--- src/rtl/pte_pkg.sv ---
package pte_pkg;

    // Register indices; Avalon word address equals the index (byte address is 4x)
    localparam logic [15:0] PTE_IDX_CMP_A = 16'h5300;
    localparam logic [15:0] PTE_IDX_CMP_B = 16'h5302;
    localparam logic [15:0] PTE_IDX_COUNT = 16'h5304;
    localparam logic [15:0] PTE_IDX_CTL = 16'h5306;
    localparam logic [15:0] PTE_IDX_DIV = 16'h5308;
    localparam logic [15:0] PTE_IDX_IRQ_EN = 16'h530A;
    localparam logic [15:0] PTE_IDX_FLAGS = 16'h530C;

    // Control register bit positions
    localparam int PTE_CTL_RUN_BIT = 0;
    localparam int PTE_CTL_CLR_BIT = 1;
    localparam int PTE_CTL_OUT_EN_BIT = 2;
    localparam int PTE_CTL_CLK_SEL_BIT = 3;
    localparam int PTE_CTL_INV_BIT = 4;
    localparam int PTE_CTL_BUF_EN_BIT = 5;
    localparam int PTE_CTL_FINE_BIT = 6;
    localparam int PTE_CTL_IDLE_BIT = 8;

    // Interrupt enable and flag bit positions
    localparam int PTE_IRQ_A_BIT = 0;
    localparam int PTE_IRQ_B_BIT = 1;

    // Reset values, and the largest legal divider code
    localparam logic [15:0] PTE_CMP_RESET = 16'h0000;
    localparam logic [15:0] PTE_COUNT_RESET = 16'h0000;
    localparam logic [3:0] PTE_DIV_RESET = 4'h0;
    localparam logic [3:0] PTE_DIV_MAX = 4'hE;
    localparam logic [1:0] PTE_IRQ_RESET = 2'h0;

    // Prescaler width covers the largest division, 2^14
    localparam int PTE_PRE_W = 14;

endpackage

--- src/rtl/pte_cnt_if.sv ---
`timescale 1ns/1ns
interface pte_cnt_if;
    logic run;
    logic clk_sel;
    logic [3:0] div_code;
    logic tick;
    logic half;

    modport timer (output run, output clk_sel, output div_code, input tick, input half);
    modport clkgen (input run, input clk_sel, input div_code, output tick, output half);
endinterface

--- src/rtl/pte_count_clk.sv ---
`timescale 1ns/1ns
module pte_count_clk
    import pte_pkg::*;
(
    input wire logic ref_clk_i, // Peripheral clock
    input wire logic resetn_i, // Async reset, active low
    input wire logic ext_count_clk_in_i, // External count clock pin
    pte_cnt_if.clkgen cnt // Count enables toward the timer
);

    typedef struct packed {
        logic s1;
        logic s2;
        logic s3;
        logic ext_lvl;
        logic [PTE_PRE_W-1:0] pre;
        logic tick;
        logic half;
    } pte_clk_state_type;

    pte_clk_state_type q, d;
    logic [3:0] div_eff;
    logic [PTE_PRE_W-1:0] mask;
    logic [PTE_PRE_W-1:0] phase;

    // Reserved divider code falls back to the slowest legal ratio
    assign div_eff = (cnt.div_code > PTE_DIV_MAX) ? PTE_DIV_MAX : cnt.div_code;
    assign mask = PTE_PRE_W'((15'h0001 << div_eff) - 15'h0001);
    assign phase = q.pre & mask;

    // Count enables: rising edge is tick, falling edge is half
    always_comb begin
        d = q;
        d.s1 = ext_count_clk_in_i;
        d.s2 = q.s1;
        d.s3 = q.s2;
        // Pin level only accepted once stages two and three agree
        if (q.s2 == q.s3) begin
            d.ext_lvl = q.s3;
        end
        d.tick = 1'b0;
        d.half = 1'b0;
        if (!cnt.run) begin
            d.pre = '0;
        end else if (cnt.clk_sel) begin
            d.tick = d.ext_lvl & ~q.ext_lvl;
            d.half = ~d.ext_lvl & q.ext_lvl;
        end else begin
            d.pre = q.pre + PTE_PRE_W'(1);
            d.tick = (phase == mask);
            // At 1/1 the falling edge is rounded to one peripheral clock later
            d.half = (div_eff == 4'h0) ? q.tick : (phase == (mask >> 1));
        end
    end

    always_ff @(posedge ref_clk_i or negedge resetn_i) begin
        if (!resetn_i) begin
            q <= '0;
        end else begin
            q <= d;
        end
    end

    assign cnt.tick = q.tick;
    assign cnt.half = q.half;

endmodule

--- src/rtl/pte_top.sv ---
// Function
// - One shared interrupt line carries both compare causes; flags show which.
// - Compare A match sets its flag only when compare A enable is set.
// - Compare B match sets its flag only when compare B enable is set.
// - Interrupt asserted while any flag is set together with its enable.
// - Writing 1 to a flag clears it; writing 0 does nothing.
// - Seven 16-bit registers at indices 0x5300 to 0x530C, step two.
// - Reserved bits read 0; software writes 0 into them.
// - Compare access goes direct, or via buffers loaded at counter reset.
// - Compare A match raises cause, drives output active, counter untouched.
// - Compare B match raises cause, drives output inactive, resets counter.
// - Counter register reads current count; a write loads it.
// - Idle level bit picks output level, inverted by polarity, used when disabled.
// - Fine mode bit gives half count clock duty steps.
// - Buffer enable loads compares on every counter reset, software or match.
// - Polarity bit inverts both outputs including idle level.
// - Count clock select picks divided peripheral clock or external pin.
// - Output enable drives waveform; cleared forces idle level.
// - Clear command bit is write-only, clears counter, reads 0.
// - Run bit counts when set; reset leaves timer stopped.
// - Stopping keeps the count so counting resumes from it.
// - Run and clear written together clear then start counting.
// - Fine mode matches A on bits 15:1; bit 0 picks edge.
// - Divider code n divides peripheral clock by 2^n, 0xF reserved.
`timescale 1ns/1ns
module pte_top
    import pte_pkg::*;
(
    input wire logic ref_clk_i, // Peripheral clock, 250 MHz
    input wire logic resetn_i, // Async reset, active low
    input wire logic [15:0] avs_address_i, // Word address (register index)
    input wire logic avs_read_i, // Read request
    input wire logic avs_write_i, // Write request
    input wire logic [31:0] avs_writedata_i, // Write data, low half used
    input wire logic [3:0] avs_byteenable_i, // Byte lanes
    output logic [31:0] avs_readdata_o, // Read data, upper half zero
    output logic avs_waitrequest_o, // Stall until answer ready
    input wire logic ext_count_clk_in_i, // External count clock pin
    output logic wave_out_p_o, // Primary timer output
    output logic wave_out_n_o, // Complementary timer output
    output logic irq_o // Request to the irq_controller
);

    typedef struct packed {
        logic [15:0] cmp_a;
        logic [15:0] cmp_b;
        logic [15:0] buf_a;
        logic [15:0] buf_b;
        logic [15:0] count;
        logic idle_lvl;
        logic fine;
        logic buf_en;
        logic inv;
        logic clk_sel;
        logic out_en;
        logic run;
        logic [3:0] div;
        logic [1:0] irq_en;
        logic [1:0] flags;
        logic wave;
        logic pend_a;
        logic ack;
        logic [15:0] rdata;
        logic out_p;
        logic irq;
    } pte_top_state_type;

    pte_top_state_type q, d;
    pte_cnt_if cnt();

    logic req;
    logic wr;
    logic rd_acc;
    logic [15:0] wdata;
    logic [15:0] rd_mux;
    logic match_a;
    logic match_b;
    logic clr_cmd;
    logic cnt_wr;
    logic flag_wr;
    logic count_en;

    // Byte lane merge for the 16-bit data path
    function automatic logic [15:0] pte_merge(input logic [15:0] old_v,
                                              input logic [15:0] new_v,
                                              input logic [3:0] be);
        logic [15:0] res;
        res = old_v;
        if (be[0]) begin
            res[7:0] = new_v[7:0];
        end
        if (be[1]) begin
            res[15:8] = new_v[15:8];
        end
        return res;
    endfunction

    // Count clock generation lives in its own module
    pte_count_clk u_clk (
        .ref_clk_i(ref_clk_i),
        .resetn_i(resetn_i),
        .ext_count_clk_in_i(ext_count_clk_in_i),
        .cnt(cnt.clkgen)
    );

    assign cnt.run = q.run;
    assign cnt.clk_sel = q.clk_sel;
    assign cnt.div_code = q.div;

    // Bus qualifiers; one wait state keeps read data registered
    assign req = avs_read_i | avs_write_i;
    assign wr = avs_write_i & q.ack;
    assign rd_acc = avs_read_i & q.ack;
    assign wdata = avs_writedata_i[15:0];
    assign clr_cmd = wr && avs_address_i == PTE_IDX_CTL && avs_byteenable_i[0]
                     && wdata[PTE_CTL_CLR_BIT];
    assign cnt_wr = wr && avs_address_i == PTE_IDX_COUNT;
    assign flag_wr = wr && avs_address_i == PTE_IDX_FLAGS && avs_byteenable_i[0];

    // A tick already in flight when run drops must not count; gate by run
    assign count_en = cnt.tick & q.run;

    // Match detection on count enables only; fine mode drops compare A bit 0
    assign match_a = count_en && (q.fine ? (q.count[14:0] == q.cmp_a[15:1])
                                         : (q.count == q.cmp_a));
    assign match_b = count_en && (q.count == q.cmp_b);

    // Read mux; buffered compares read back the buffer, reserved bits zero
    always_comb begin
        rd_mux = 16'h0000;
        case (avs_address_i)
            PTE_IDX_CMP_A: rd_mux = q.buf_en ? q.buf_a : q.cmp_a;
            PTE_IDX_CMP_B: rd_mux = q.buf_en ? q.buf_b : q.cmp_b;
            PTE_IDX_COUNT: rd_mux = q.count;
            PTE_IDX_CTL: begin
                rd_mux[PTE_CTL_IDLE_BIT] = q.idle_lvl;
                rd_mux[PTE_CTL_FINE_BIT] = q.fine;
                rd_mux[PTE_CTL_BUF_EN_BIT] = q.buf_en;
                rd_mux[PTE_CTL_INV_BIT] = q.inv;
                rd_mux[PTE_CTL_CLK_SEL_BIT] = q.clk_sel;
                rd_mux[PTE_CTL_OUT_EN_BIT] = q.out_en;
                rd_mux[PTE_CTL_RUN_BIT] = q.run; // clear bit stays 0
            end
            PTE_IDX_DIV: rd_mux[3:0] = q.div;
            PTE_IDX_IRQ_EN: rd_mux[1:0] = q.irq_en;
            PTE_IDX_FLAGS: rd_mux[1:0] = q.flags;
            default: rd_mux = 16'h0000;
        endcase
    end

    // Next state of the whole channel
    always_comb begin
        d = q;
        d.ack = req & ~q.ack;
        if (req && !q.ack) begin
            d.rdata = rd_mux;
        end

        // Counting: B match resets, otherwise increment with wrap
        if (count_en) begin
            if (match_b) begin
                d.count = PTE_COUNT_RESET;
            end else begin
                d.count = q.count + 16'h0001;
            end
        end

        // Any counter reset reloads compares from buffers when enabled
        if (q.buf_en && (match_b || clr_cmd)) begin
            d.cmp_a = q.buf_a;
            d.cmp_b = q.buf_b;
        end
        if (clr_cmd) begin
            d.count = PTE_COUNT_RESET;
        end

        // Waveform level before polarity; half step defers the A edge
        if (match_a) begin
            if (q.fine && q.cmp_a[0]) begin
                d.pend_a = 1'b1;
            end else begin
                d.wave = 1'b1;
            end
        end
        if (cnt.half && q.pend_a) begin
            d.wave = 1'b1;
            d.pend_a = 1'b0;
        end
        if (match_b) begin
            d.wave = 1'b0;
            d.pend_a = 1'b0;
        end

        // Flags: hardware set wins over a same-cycle clear
        d.flags[PTE_IRQ_A_BIT] = (q.flags[PTE_IRQ_A_BIT]
            & ~(flag_wr & wdata[PTE_IRQ_A_BIT]))
            | (match_a & q.irq_en[PTE_IRQ_A_BIT]);
        d.flags[PTE_IRQ_B_BIT] = (q.flags[PTE_IRQ_B_BIT]
            & ~(flag_wr & wdata[PTE_IRQ_B_BIT]))
            | (match_b & q.irq_en[PTE_IRQ_B_BIT]);

        // Register writes; software wins over same-cycle hardware updates
        if (wr) begin
            case (avs_address_i)
                PTE_IDX_CMP_A: begin
                    if (q.buf_en) begin
                        d.buf_a = pte_merge(q.buf_a, wdata, avs_byteenable_i);
                    end else begin
                        d.cmp_a = pte_merge(q.cmp_a, wdata, avs_byteenable_i);
                    end
                end
                PTE_IDX_CMP_B: begin
                    if (q.buf_en) begin
                        d.buf_b = pte_merge(q.buf_b, wdata, avs_byteenable_i);
                    end else begin
                        d.cmp_b = pte_merge(q.cmp_b, wdata, avs_byteenable_i);
                    end
                end
                PTE_IDX_COUNT: d.count = pte_merge(q.count, wdata, avs_byteenable_i);
                PTE_IDX_CTL: begin
                    if (avs_byteenable_i[0]) begin
                        d.fine = wdata[PTE_CTL_FINE_BIT];
                        d.buf_en = wdata[PTE_CTL_BUF_EN_BIT];
                        d.inv = wdata[PTE_CTL_INV_BIT];
                        d.clk_sel = wdata[PTE_CTL_CLK_SEL_BIT];
                        d.out_en = wdata[PTE_CTL_OUT_EN_BIT];
                        d.run = wdata[PTE_CTL_RUN_BIT];
                    end
                    if (avs_byteenable_i[1]) begin
                        d.idle_lvl = wdata[PTE_CTL_IDLE_BIT];
                    end
                end
                PTE_IDX_DIV: begin
                    if (avs_byteenable_i[0]) begin
                        d.div = wdata[3:0];
                    end
                end
                PTE_IDX_IRQ_EN: begin
                    if (avs_byteenable_i[0]) begin
                        d.irq_en = wdata[1:0];
                    end
                end
                default: d.flags = d.flags; // Unmapped or flags: nothing stored
            endcase
        end

        // Disabled output parks the waveform at the idle level
        if (!d.out_en) begin
            d.wave = d.idle_lvl;
            d.pend_a = 1'b0;
        end
        d.out_p = d.wave ^ d.inv;
        d.irq = |(d.flags & d.irq_en);
    end

    // Whole state registered; reset gives stopped timer, zero compares
    always_ff @(posedge ref_clk_i or negedge resetn_i) begin
        if (!resetn_i) begin
            q <= '0;
            q.cmp_a <= PTE_CMP_RESET;
            q.cmp_b <= PTE_CMP_RESET;
            q.buf_a <= PTE_CMP_RESET;
            q.buf_b <= PTE_CMP_RESET;
            q.count <= PTE_COUNT_RESET;
            q.div <= PTE_DIV_RESET;
            q.irq_en <= PTE_IRQ_RESET;
            q.flags <= PTE_IRQ_RESET;
        end else begin
            q <= d;
        end
    end

    assign avs_waitrequest_o = req & ~q.ack;
    assign avs_readdata_o = {16'h0000, q.rdata};
    assign wave_out_p_o = q.out_p;
    assign wave_out_n_o = ~q.out_p;
    assign irq_o = q.irq;
endmodule
--- config.mk ---
export PLATFORM = sky130hd
export DESIGN_NAME = pte_top
export DESIGN_NICKNAME = d
export VERILOG_FILES = /design/src/rtl/pte_pkg.sv /design/src/rtl/pte_cnt_if.sv /design/src/rtl/pte_count_clk.sv /design/src/rtl/pte_top.sv
export SDC_FILE = /design/constraint.sdc
export NUM_CORES = 1
export LEC_CHECK = 0
export BUFFER_PORTS_ARGS = -buffer_cell sky130_fd_sc_hd__buf_2
export CORE_ASPECT_RATIO = 1.1
export CORE_MARGIN = 5
export CORE_UTILIZATION = 60
export CTS_CLUSTER_SIZE = 25
export DETAILED_ROUTE_END_ITERATION = 8
export PLACE_DENSITY = 0.81
export SLEW_MARGIN = 20
export SYNTH_ARGS = -nofsm -noshare
export SYNTH_HDL_FRONTEND = slang
export SYNTH_SLANG_ARGS = --single-unit
--- constraint.sdc ---
create_clock -name ref_clk_i -period 3.5 [get_ports ref_clk_i]
set_input_delay 0.175 -clock ref_clk_i [delete_from_list [all_inputs] [get_ports ref_clk_i]]
set_output_delay 0.175 -clock ref_clk_i [all_outputs]
set_load 0.1 [all_outputs]
==> flow_summary.toml <==
[synth]
synth_warnings = 0
seq_area_frac_synth = 0.409
async_reset_ff_frac = 1.00
synth_seq_cells = 136
synth_cell_types = 71
yosys_most_used_dff = "dfrtp_1"
syn_avg_cell_area_um2 = 9.60
synth_cells = 866
syn_area_um2 = 8320
synth_edf_count = 0

[clock_tree]
cts_tree = "yes"
clkTransAtPathRegs_ns = 0.06
clk_latency_ns = 0.43
cts_htree_levels = 4
cts.path.max_buffers = 2
cts_inserted_buffers = 17
cts_root_buf = "clkbuf_16"
post_cts_buffers = 0
cts.sinks = 136
cts_resized = 0

[sta]
min_period_over_period = 0.844
rsz0062_at_grt = "false"
tightest_slew_ns = 0.834
slew_viol_final = 0
hold_viol_final = 0
fin_crit_ns = 2.95
fin_worst_skew_ns = 0.00917
setup_tns_ns = 0
setup_ws_ns = 0.548
fmax_mhz = 339
slew_headroom = 0.441
setup_viol = 0

[place]
portBuffers = 58
gp_congestion = 0.974
dp_hpwl_um = 16100
post-place-ws_ns = 0.763

[final_layout]
final_cell_mix = "dfrtp_1, nor2_1, nand2_1"
layout-drive-gt1-share = 0.206
layout_commonest_cell = "dfrtp_1"
areaGrowthSynthToFinish_pct = 10.4
n_antenna_cell = 0
nNetsFinal = 946

[worst_setup_path]
worstPathMaxFanout = 12
path_cells = "xor2_1 > nor4_1 > nand4_1 > o31ai_2 > buf_4 > nor2_1 > nor2_1 > o21ai_0"
crit_buf_inv = 1
critPathCaptureType = "register"
r2r_slack_ns = 0.55
startpoint_type = "register"
crit_path_top_delay_cell = "o31ai_2"
critPathArrivalTime_ns = 3.25
critPathKind = "reg2reg"
path_common_cell = "nor2_1"
slowest_delay_ns = 0.65
cp_num_cells = 8
r2r_end = "q[49]$_DFFE_PN0P_"
r2r-start = "q[36]$_DFFE_PN0P_"
r2r_cells = 8
cp-startpoint = "q[36]$_DFFE_PN0P_"
crit_required_ns = 3.80
critPathTopFamily = "simple AND/OR/NAND/NOR gates"

[global_routing]
grt_pass1_vias = 6931
grt_overflow = 0
grt_max_degree = 90
antenna_found_initial = 1
grt_pass1_wl_um = 36800
track_usage = 0.290

[floorplan]
die_w_um = 122
num_rows = 45
floorplan.initialDensity = 0.608
core_area_um2 = 13700
dieArea_um2 = 16300
die_h_um = 133
ios = 93

[routing]
drt-wirelength-per-cell_um = 21.0
first_pass_iters = 6
vias_per_cell = 6.54
drcViolationCount = 0
routed_wl_um = 22800
via_count = 7110
detail-route-antenna-nets = 0
drtIter0Drc = 982

[job]
cap_violations = 0

[outcome]
outcome = "finished, final reports clean"

[hold_path]
hold_depth = 3
min-delay-start = "avs_writedata_i[11]"
hp-class = "in2reg"
holdPathEnd = "q[47]$_DFFE_PN0P_"

[power]
peakVddDrop_uv = 344
cellLeakagePower_uw = 0.00416
power_uw = 3860
p_per_area_nw_per_um2 = 420
flip-flops by register name, indices dropped and copies added (netlist names):
name / count
cnt.clk_sel: 1
u_clk.d: 2
avs_readdata_o: 16
cnt.run: 1
u_clk.cnt.half: 1
u_clk.q: 16
u_clk.cnt.tick: 1
irq_o: 1
wave_out_p_o: 1
q: 92
cnt.div_code: 4
metal layers:
metal | up-vias | wire [um] | global-route usage
li1 | 3139 | - | -
met1 | 3436 | 8980 | 0.397
met2 | 461 | 10500 | 0.437
met3 | 72 | 2570 | 0.0845
met4 | 2 | 716 | 0.112
met5 | - | 13 | 0
cell type report:
cell class / instances / area (um^2)
sequential: 136 / 3400
multi-input combinational: 635 / 4410
clock buffer: 20 / 447
fill: 1070 / 4500
inverter: 18 / 67.6
timing repair buffer: 78 / 464
clock inverter: 12 / 151
tap: 188 / 235
cells by family (layout without fill, tap and decap cells):
| family | count (synthesis) | count (layout) | synth area share |
|---|---|---|---|
| simple gates | 311 | 311 | 0.199 |
| compound gates | 167 | 167 | 0.133 |
| flops | 136 | 136 | 0.409 |
| buf+inv | 110 | 128 | 0.0682 |
| mux | 70 | 70 | 0.114 |
| xor+xnor | 67 | 67 | 0.0706 |
| fa+ha+maj | 4 | 4 | 0.00572 |
| other cells | 1 | 16 | 0.000451 |
repair_timing:
item                                    4_1_cts  5_1_grt
hold buffers                                  2        0
endpoints found under the hold margin        88        0
endpoints found under the setup margin        0        0
worst reg2reg max path, stage by stage, from the launching register on:
cell	delay (ns)
dfrtp_1	0.53
xor2_1	0.26
nor4_1	0.47
nand4_1	0.23
o31ai_2	0.65
buf_4	0.32
nor2_1	0.09
nor2_1	0.15
o21ai_0	0.11
metrics by stage:
step / hold WS (ns) / instances / utilization / area (um^2)
6_report: 0.0356 / 1087 / 0.671 / 9180
3_5_place_dp: 0.284 / 1053 / 0.626 / 8560
2_1_floorplan: -0.121 / 881 / - / 8370
4_1_cts: 0.0322 / 1087 / 0.671 / 9180
5_1_grt: 0.0571 / 1087 / 0.671 / 9180
3_3_place_gp: 0.286 / 1053 / 0.626 / 8560
where the power goes:
group / switching (uW) / internal, uW
clock network: 691 / 1130
logic: 361 / 61.8
registers: 12.8 / 1600
total: 1060 / 2790
synthesized netlist by cell type (all sizes together) (5+ instances only):
cell / n / area [um^2]
and3: 11 / 68.8
nor2b: 11 / 68.8
nor2: 69 / 262
or3: 6 / 37.5
a21oi: 35 / 175
mux2i: 11 / 123
buf: 57 / 368
nor3b: 6 / 55.1
and2: 18 / 113
o22ai: 24 / 150
xnor2: 43 / 377
a221o: 5 / 50.1
mux4: 14 / 315
nand3: 35 / 175
nor3: 44 / 235
mux2: 45 / 507
nor4: 15 / 151
clkbuf: 35 / 131
dfrtp: 136 / 3400
a22oi: 13 / 103
a31oi: 5 / 31.3
nand4: 20 / 140
inv: 18 / 67.6
a221oi: 14 / 123
xor2: 24 / 210
o21ai: 35 / 175
nand2: 63 / 236
a22o: 5 / 43.8
worst max path at each step:
| stage | end | slack [ns] |
|---|---|---|
| floorplan | u_clk.cnt.half$_DFF_PN0_ | 0.92 |
| global placement | u_clk.cnt.half$_DFF_PN0_ | 0.81 |
| detailed placement | u_clk.cnt.half$_DFF_PN0_ | 0.76 |
| CTS | u_clk.cnt.half$_DFF_PN0_ | 0.71 |
| global route | q[100]$_DFFE_PN0P_ | 0.42 |
| finish | q[49]$_DFFE_PN0P_ | 0.55 |
Note: power is estimated with default switching activity, not from simulation.
